<file path="src/core/dsg_pkg.sv">
package dsg_pkg;
  // ***********************************************
  // level format
  // ***********************************************
  // signed levels in dB, one lsb = 1/64 dB
  localparam int LVL_W = 16;
  localparam int EXT_W = 20;
  localparam logic signed [15:0] STEP_FINE = 16'sh0030; // 0.75 dB
  localparam logic signed [15:0] STEP_COARSE = 16'sh0060; // 1.5 dB
  localparam logic signed [15:0] KNEE2_IN_BASE = -16'sh0900; // -36 dB
  localparam logic signed [15:0] KNEE2_OUT_BASE = -16'sh0780; // -30 dB

  // ***********************************************
  // register addresses
  // ***********************************************
  localparam logic [7:0] ADDR_CONTROL_ONE = 8'h1d;
  localparam logic [7:0] ADDR_KNEE_INPUTS = 8'h20;
  localparam logic [7:0] ADDR_KNEE_OUTPUTS = 8'h21;
  localparam logic [7:0] ADDR_GATE_LOWER = 8'h23;

  // ***********************************************
  // field positions
  // ***********************************************
  localparam int GATE_ENABLE_BIT = 8;
  localparam int K2IN_LSB = 8;
  localparam int K2IN_MSB = 12;
  localparam int K1IN_LSB = 2;
  localparam int K1IN_MSB = 7;
  localparam int K2OUT_ENABLE_BIT = 13;
  localparam int K2OUT_LSB = 8;
  localparam int K2OUT_MSB = 12;
  localparam int K1OUT_LSB = 3;
  localparam int K1OUT_MSB = 7;
  localparam int UPPER_LSB = 0;
  localparam int UPPER_MSB = 2;
  localparam int GEXP_LSB = 8;
  localparam int GEXP_MSB = 9;
  localparam int LOWER_LSB = 5;
  localparam int LOWER_MSB = 7;

  // ***********************************************
  // reset values and code limits
  // ***********************************************
  localparam logic [15:0] RST_CONTROL_ONE = 16'h0000;
  localparam logic [15:0] RST_KNEE_INPUTS = 16'h0000;
  localparam logic [15:0] RST_KNEE_OUTPUTS = 16'h0003;
  localparam logic [15:0] RST_GATE_LOWER = 16'h0000;
  localparam logic [5:0] K1IN_MAX_CODE = 6'h3c;
  localparam logic [4:0] K1OUT_MAX_CODE = 5'h1e;
  localparam logic [2:0] UPPER_ZERO_CODE = 3'h5;
  localparam logic [2:0] LOWER_ZERO_CODE = 3'h4;

  // curve region of the last result
  typedef enum logic [1:0] {
    DSG_REGION_UPPER = 2'b00,
    DSG_REGION_LOWER = 2'b01,
    DSG_REGION_GATE = 2'b10
  } dsg_region_t;
endpackage

</file>
<file path="src/core/dsg_static_gain_curve.sv">
`timescale 1ns/1ps
`default_nettype none
module dsg_static_gain_curve
  import dsg_pkg::*;
(
  input wire logic clock,
  input wire logic rst_n,
  input wire logic reg_wr,
  input wire logic reg_rd,
  input wire logic [7:0] reg_addr,
  input wire logic [15:0] reg_wdata,
  output logic [15:0] reg_rdata,
  output logic reg_rvalid,
  input wire logic level_valid,
  input wire logic signed [15:0] level_in,
  output logic signed [15:0] target_level,
  output logic signed [15:0] target_gain,
  output logic [1:0] region,
  output logic gain_valid,
  output logic signed [15:0] zero_db_output_level
);

  // ***********************************************
  // helper functions
  // ***********************************************

  // level of a code on a linear dB ladder
  function automatic logic signed [EXT_W-1:0] ladder(
    input logic signed [15:0] base,
    input logic signed [15:0] step,
    input logic [5:0] code
  );
    logic signed [EXT_W-1:0] prod;
    logic signed [EXT_W-1:0] code_ext;
    // zero-extend first so a high code is never read as negative
    code_ext = EXT_W'($signed({1'b0, code}));
    prod = EXT_W'(step) * code_ext;
    ladder = EXT_W'(base) - prod;
  endfunction

  // compression: shift right by code, zero slope gives nothing
  function automatic logic signed [EXT_W-1:0] compress(
    input logic signed [EXT_W-1:0] diff,
    input logic [2:0] code,
    input logic [2:0] zero_code
  );
    if (code >= zero_code) begin
      compress = '0; // flat output, infinite compression
    end else begin
      compress = diff >>> code; // 1, 1/2, 1/4 ...
    end
  endfunction

  // reserved knee codes stop at the last legal step
  function automatic logic [5:0] clamp_code(
    input logic [5:0] code,
    input logic [5:0] max_code
  );
    if (code > max_code) begin
      clamp_code = max_code;
    end else begin
      clamp_code = code;
    end
  endfunction

  // ***********************************************
  // control registers
  // ***********************************************
  logic gate_enable_ff, nxt_gate_enable;
  logic [4:0] k2in_code_ff, nxt_k2in_code;
  logic [5:0] k1in_code_ff, nxt_k1in_code;
  logic k2out_enable_ff, nxt_k2out_enable;
  logic [4:0] k2out_code_ff, nxt_k2out_code;
  logic [4:0] k1out_code_ff, nxt_k1out_code;
  logic [2:0] upper_code_ff, nxt_upper_code;
  logic [1:0] gexp_code_ff, nxt_gexp_code;
  logic [2:0] lower_code_ff, nxt_lower_code;
  logic [15:0] reg_rdata_ff, nxt_reg_rdata;
  logic reg_rvalid_ff, nxt_reg_rvalid;

  // register writes and read mux; unmapped addresses read zero
  always_comb begin
    nxt_gate_enable = gate_enable_ff;
    nxt_k2in_code = k2in_code_ff;
    nxt_k1in_code = k1in_code_ff;
    nxt_k2out_enable = k2out_enable_ff;
    nxt_k2out_code = k2out_code_ff;
    nxt_k1out_code = k1out_code_ff;
    nxt_upper_code = upper_code_ff;
    nxt_gexp_code = gexp_code_ff;
    nxt_lower_code = lower_code_ff;
    nxt_reg_rdata = reg_rdata_ff;
    nxt_reg_rvalid = reg_rd;
    if (reg_wr) begin
      case (reg_addr)
        ADDR_CONTROL_ONE: begin
          nxt_gate_enable = reg_wdata[GATE_ENABLE_BIT];
        end
        ADDR_KNEE_INPUTS: begin
          nxt_k2in_code = reg_wdata[K2IN_MSB:K2IN_LSB];
          nxt_k1in_code = reg_wdata[K1IN_MSB:K1IN_LSB];
        end
        ADDR_KNEE_OUTPUTS: begin
          nxt_k2out_enable = reg_wdata[K2OUT_ENABLE_BIT];
          nxt_k2out_code = reg_wdata[K2OUT_MSB:K2OUT_LSB];
          nxt_k1out_code = reg_wdata[K1OUT_MSB:K1OUT_LSB];
          nxt_upper_code = reg_wdata[UPPER_MSB:UPPER_LSB];
        end
        ADDR_GATE_LOWER: begin
          nxt_gexp_code = reg_wdata[GEXP_MSB:GEXP_LSB];
          nxt_lower_code = reg_wdata[LOWER_MSB:LOWER_LSB];
        end
        default: begin
        end
      endcase
    end
    // reads see the stored codes, so a same-cycle write shows up next time
    if (reg_rd) begin
      nxt_reg_rdata = '0;
      case (reg_addr)
        ADDR_CONTROL_ONE: begin
          nxt_reg_rdata[GATE_ENABLE_BIT] = gate_enable_ff;
        end
        ADDR_KNEE_INPUTS: begin
          nxt_reg_rdata[K2IN_MSB:K2IN_LSB] = k2in_code_ff;
          nxt_reg_rdata[K1IN_MSB:K1IN_LSB] = k1in_code_ff;
        end
        ADDR_KNEE_OUTPUTS: begin
          nxt_reg_rdata[K2OUT_ENABLE_BIT] = k2out_enable_ff;
          nxt_reg_rdata[K2OUT_MSB:K2OUT_LSB] = k2out_code_ff;
          nxt_reg_rdata[K1OUT_MSB:K1OUT_LSB] = k1out_code_ff;
          nxt_reg_rdata[UPPER_MSB:UPPER_LSB] = upper_code_ff;
        end
        ADDR_GATE_LOWER: begin
          nxt_reg_rdata[GEXP_MSB:GEXP_LSB] = gexp_code_ff;
          nxt_reg_rdata[LOWER_MSB:LOWER_LSB] = lower_code_ff;
        end
        default: begin
          nxt_reg_rdata = '0;
        end
      endcase
    end
  end

  always_ff @(posedge clock or negedge rst_n) begin
    if (!rst_n) begin
      gate_enable_ff <= RST_CONTROL_ONE[GATE_ENABLE_BIT];
      k2in_code_ff <= RST_KNEE_INPUTS[K2IN_MSB:K2IN_LSB];
      k1in_code_ff <= RST_KNEE_INPUTS[K1IN_MSB:K1IN_LSB];
      k2out_enable_ff <= RST_KNEE_OUTPUTS[K2OUT_ENABLE_BIT];
      k2out_code_ff <= RST_KNEE_OUTPUTS[K2OUT_MSB:K2OUT_LSB];
      k1out_code_ff <= RST_KNEE_OUTPUTS[K1OUT_MSB:K1OUT_LSB];
      upper_code_ff <= RST_KNEE_OUTPUTS[UPPER_MSB:UPPER_LSB];
      gexp_code_ff <= RST_GATE_LOWER[GEXP_MSB:GEXP_LSB];
      lower_code_ff <= RST_GATE_LOWER[LOWER_MSB:LOWER_LSB];
      reg_rdata_ff <= '0;
      reg_rvalid_ff <= 1'b0;
    end else begin
      gate_enable_ff <= nxt_gate_enable;
      k2in_code_ff <= nxt_k2in_code;
      k1in_code_ff <= nxt_k1in_code;
      k2out_enable_ff <= nxt_k2out_enable;
      k2out_code_ff <= nxt_k2out_code;
      k1out_code_ff <= nxt_k1out_code;
      upper_code_ff <= nxt_upper_code;
      gexp_code_ff <= nxt_gexp_code;
      lower_code_ff <= nxt_lower_code;
      reg_rdata_ff <= nxt_reg_rdata;
      reg_rvalid_ff <= nxt_reg_rvalid;
    end
  end

  // ***********************************************
  // knee decode
  // ***********************************************
  logic [5:0] k1in_eff;
  logic [4:0] k1out_eff;
  logic signed [EXT_W-1:0] k1_in, k1_out, k2_in, k2_out_prog;

  // reserved codes clamp to the last legal step rather than wrapping
  always_comb begin
    k1in_eff = clamp_code(k1in_code_ff, K1IN_MAX_CODE);
    k1out_eff = 5'(clamp_code({1'b0, k1out_code_ff}, {1'b0, K1OUT_MAX_CODE}));
    k1_in = ladder('0, STEP_FINE, k1in_eff);
    k1_out = ladder('0, STEP_FINE, {1'b0, k1out_eff});
    k2_in = ladder(KNEE2_IN_BASE, STEP_COARSE, {1'b0, k2in_code_ff});
    k2_out_prog = ladder(KNEE2_OUT_BASE, STEP_COARSE, {1'b0, k2out_code_ff});
  end

  // ***********************************************
  // static curve
  // ***********************************************
  logic signed [EXT_W-1:0] x_ext, y_upper, y_lower, k2_on_lower, k2_out, y_gate, y_sel, y_zero;
  logic signed [EXT_W-1:0] gain_ext;
  dsg_region_t region_sel;

  always_comb begin
    x_ext = EXT_W'(level_in);
    y_upper = k1_out + compress(x_ext - k1_in, upper_code_ff, UPPER_ZERO_CODE);
    y_lower = k1_out + compress(x_ext - k1_in, lower_code_ff, LOWER_ZERO_CODE);
    // lower line evaluated at the second knee keeps the curve continuous
    k2_on_lower = k1_out + compress(k2_in - k1_in, lower_code_ff, LOWER_ZERO_CODE);
    // enabled output level gives a vertical step at the second knee
    k2_out = k2out_enable_ff ? k2_out_prog : k2_on_lower;
    y_gate = k2_out + ((x_ext - k2_in) <<< gexp_code_ff); // slopes 1, 2, 4, 8
    y_zero = k1_out - compress(k1_in, upper_code_ff, UPPER_ZERO_CODE);
    // upper line owns the knee point itself; gate sits below both knees
    if (x_ext >= k1_in) begin
      y_sel = y_upper;
      region_sel = DSG_REGION_UPPER;
    end else if (gate_enable_ff && (x_ext < k2_in)) begin
      y_sel = y_gate;
      region_sel = DSG_REGION_GATE;
    end else begin
      y_sel = y_lower; // gate off: lower line all the way down
      region_sel = DSG_REGION_LOWER;
    end
    gain_ext = y_sel - x_ext;
  end

  // saturate to the 16-bit level range; deep gate slopes can run far below
  function automatic logic signed [15:0] sat16(input logic signed [EXT_W-1:0] v);
    logic signed [EXT_W-1:0] top;
    logic signed [EXT_W-1:0] bottom;
    // widen both limits as signed values so the floor stays negative
    top = EXT_W'(16'sh7fff);
    bottom = EXT_W'(16'sh8000);
    if (v > top) begin
      sat16 = 16'sh7fff;
    end else if (v < bottom) begin
      sat16 = 16'sh8000;
    end else begin
      sat16 = v[15:0];
    end
  endfunction

  // ***********************************************
  // output stage
  // ***********************************************
  logic signed [15:0] target_level_ff, nxt_target_level;
  logic signed [15:0] target_gain_ff, nxt_target_gain;
  logic [1:0] region_ff, nxt_region;
  logic gain_valid_ff, nxt_gain_valid;
  logic signed [15:0] zero_db_ff, nxt_zero_db;

  // results update only with a fresh level sample
  always_comb begin
    nxt_target_level = target_level_ff;
    nxt_target_gain = target_gain_ff;
    nxt_region = region_ff;
    nxt_gain_valid = level_valid;
    // zero-dB level follows the registers every cycle, no sample needed
    nxt_zero_db = sat16(y_zero);
    if (level_valid) begin
      nxt_target_level = sat16(y_sel);
      nxt_target_gain = sat16(gain_ext);
      nxt_region = region_sel;
    end
  end

  always_ff @(posedge clock or negedge rst_n) begin
    if (!rst_n) begin
      target_level_ff <= '0;
      target_gain_ff <= '0;
      region_ff <= DSG_REGION_UPPER;
      gain_valid_ff <= 1'b0;
      zero_db_ff <= '0;
    end else begin
      target_level_ff <= nxt_target_level;
      target_gain_ff <= nxt_target_gain;
      region_ff <= nxt_region;
      gain_valid_ff <= nxt_gain_valid;
      zero_db_ff <= nxt_zero_db;
    end
  end

  assign reg_rdata = reg_rdata_ff;
  assign reg_rvalid = reg_rvalid_ff;
  assign target_level = target_level_ff;
  assign target_gain = target_gain_ff;
  assign region = region_ff;
  assign gain_valid = gain_valid_ff;
  assign zero_db_output_level = zero_db_ff;

endmodule
`default_nettype wire

</file>
<file path="config.mk">
export PLATFORM = sky130hd
export DESIGN_NAME = dsg_static_gain_curve
export DESIGN_NICKNAME = d
export VERILOG_FILES = /design/src/core/dsg_pkg.sv /design/src/core/dsg_static_gain_curve.sv
export SDC_FILE = /design/constraint.sdc
export NUM_CORES = 1
export LEC_CHECK = 0
export BUFFER_PORTS_ARGS = -buffer_cell sky130_fd_sc_hd__buf_2
export CORE_UTILIZATION = 58
export CTS_CLUSTER_DIAMETER = 40
export DETAILED_ROUTE_END_ITERATION = 7
export PLACE_DENSITY = 0.9
export SETUP_SLACK_MARGIN = 0.3
export SKIP_LAST_GASP = 1
export SYNTH_ARGS = -nofsm -noshare
export SYNTH_HDL_FRONTEND = slang
export SYNTH_SLANG_ARGS = --single-unit
</file>
<file path="constraint.sdc">
create_clock -name clock -period 28.7 [get_ports clock]
set_input_delay 1.435 -clock clock [delete_from_list [all_inputs] [get_ports clock]]
set_output_delay 1.435 -clock clock [all_outputs]
set_load 0.05 [all_outputs]
</file>
==> metrics <==
Synth Area in Simple Gates 15.1%; Max Fclk 87.3 MHz; grt peak-use layer met2; count leader, synth a21oi_1; setup violators final 0; pin count of the biggest net entering global routing 71; CTS Buffer Depth 2; initial antenna violation count 0; # Max-Cap Violations 0; cell family with most CP delay compound AO/OA/AOI/OAI gates; crit path buf inv count 1; Compound-Gate Fraction of Synth Area 27.5%; final worst slack 17.24 ns; distinct cell type count after synthesis 91; Post-Syn Instances 1596; Worst path depth 38; GR Layer Usage met2 54.5%; met1 usage in global routing 42.3%; skew final 0.0210 ns; Detailed Route Iter0 Violations 1253; CP arrival 11.73 ns; vias in the first global route 11600; mux cell area share after synthesis 8.09%; setup bufs post-CTS 0; Yosys top cell by area dfrtp_1; Antenna Cells 0; Max-slew headroom 29.1%; Crit path required time 28.98 ns; clock latency on the worst-skew pair 0.38 ns; Slew Viols, Final 0; Worst-path clk slew 0.09 ns; DR vias 12500; Remaining Overflow, GRT 0; core area 21400 sq um; Setup CP Type reg2reg; Tcrit/Tclk final 39.9%; cts hold-fix bufs 0; Mapped Area 12800 sq um; drt first pass iters 8; num rows 53; Critical Path Max Stage Delay 0.72 ns; Most Frequent Cell on Critical Path ha_1; I/O pins 113; Post-DP HPWL 28.8 mm; Total Wirelength 37.0 mm; Hold Fails Final Rpt 0; ANT nets after route 0; Initial Util 59.9%; via/cell ratio 6.47; largest family of logic cells by synthesized area compound AO/OA/AOI/OAI gates; RSZ-0062 raised after global routing false; layout cells sized above 1 13.1%; Worst-Margin Slew 1.06 ns; Worst setup endpoint target_gain[9]; pre-CTS setup slack 17.65 ns; GP Congestion 0.970; Synth Area in XOR/XNOR 9.16%; Post-synth EDFFs 0; post-synthesis register bit count 97; status finished, final reports clean; area delta synth->final 7.48%; CP Launch Type flop; Final min period 11.46 ns; CTS Sinks 97; Warnings, synthesis 0; R2R cell count 38; Primary FF master, synth dfrtp_1; total negative setup slack 0 ns; r2r endpoint target_gain[9]; GRT met3 Usage 4.58%; first-pass GRT wire length 58.7 mm; H-tree depth 3; Synth Area in Adders 16.0%; largest cells by area after synthesis dfrtp_1 19%, ha_1 14%, a21oi_1 6.3%; drt drc 0; clock root buffer clkbuf_16; area share of the largest cell type after synthesis 18.6%; die footprint 22700 sq um; PostCTS Resize Cnt 0; Worst R2R Start k1in_code_ff[5]; ys async rst share 100%; Chip Width 151 um; Worst setup startpoint k1in_code_ff[5]; CTS tree done; Layout Nets 1854; slowest CP cell o41ai_1; Chip Height 151 um; Buffers on Ports 108; Avg Cell Area, Syn 8.02 sq um; Synth top cells by count 162 x a21oi_1, 160 x nor2_1, 147 x ha_1; register area share after synthesis 19.0%; Inserted Clock Buffers 9; Hold/Removal Path Class reg2reg; Crit. End Element flop; Crit Path Max Fanout 14; Tot GR Track Use 33.2%; r2r setup slk 17.24 ns; drt wl/cell 19.1 um
worst min-delay path: stages (launching register included):
cell and delay [ns]:
dfrtp_1 0.38, inv_1 0.05, o21ai_0 0.06
sequential cells by signal, summed over array words and instances (netlist names):
register and cells:
zero_db_output_level 16, k1out_code_ff 5, k2in_code_ff 5, region 2, k1in_code_ff 6, k2out_enable_ff 1
target_gain 16, gain_valid 1, gate_enable_ff 1, reg_rdata 14, lower_code_ff 3, reg_rvalid 1
target_level 16, k2out_code_ff 5, gexp_code_ff 2, upper_code_ff 3
worst min path at each step:
stage,from,to,slack [ns],cells after the start
after floorplan,k1out_code_ff[0],k1out_code_ff[0],0.50,1
after global placement,target_level[15],target_level[15],0.49,1
after detailed placement,target_gain[15],target_gain[15],0.50,1
after CTS,target_gain[15],target_gain[15],0.52,1
after global routing,target_gain[15],target_gain[15],0.53,1
final,reg_rdata[13],reg_rdata[13],0.52,2
cells in the final DEF, fill, tap and decap left out, drive strengths merged, types with 13 or more instances in the layout:
cell | Yosys | routed
a22oi | 13 | 13
nand2b | 20 | 20
inv | 97 | 100
a211oi | 38 | 38
a21o | 36 | 36
mux2i | 37 | 37
o21bai | 18 | 18
a311o | 16 | 16
nand2 | 106 | 106
xor2 | 47 | 47
mux2 | 47 | 47
o21ai | 105 | 105
ha | 147 | 147
nand3 | 24 | 24
nor3 | 25 | 25
nor2 | 160 | 160
o21a | 25 | 25
nor2b | 32 | 32
xnor2 | 86 | 86
a31oi | 23 | 23
buf | 13 | 113
a21oi | 164 | 164
dfrtp | 95 | 95
kinds of logic after synthesis:
logic type,count (synthesis)
xor gates and xnor gates,133
DFF,97
adders and majority gates,158
AOI/OAI and AO/OA,531
and+or+nand+nor,419
other,1
buffers and inverters,167
muxes,90
stage by stage:
step                util (%)  hold slack (ns)  instances  area (sq um)
global placement        62.9            0.487       1916         13400
floorplan                  -            0.503       1598         12800
finish                  64.4            0.519       1932         13800
detailed placement      62.9            0.502       1916         13400
global route            64.4            0.531       1932         13800
CTS                     64.4            0.518       1932         13800
area by class of cell:
class	count	area, sq um
Multi-Input combinational cell	1334	9720
Fill cell	1772	7600
Sequential cell	97	2430
Timing Repair Buffer	113	581
Inverter	97	364
Tap cell	275	344
Clock buffer	9	225
Clock inverter	7	93.8
per-layer routing:
metal | wire [um] | part of all wire, % | vias up
met3 | 3190 | 8.6 | 121
met2 | 17000 | 46 | 568
li1 | - | - | 5934
met1 | 15100 | 41 | 5871
met5 | 0 | 0 | -
met4 | 1740 | 4.7 | 0
Power is left out: the tool's default activity adds up to more than one toggle a clock period on the data nets, which glitch-free logic cannot reach.
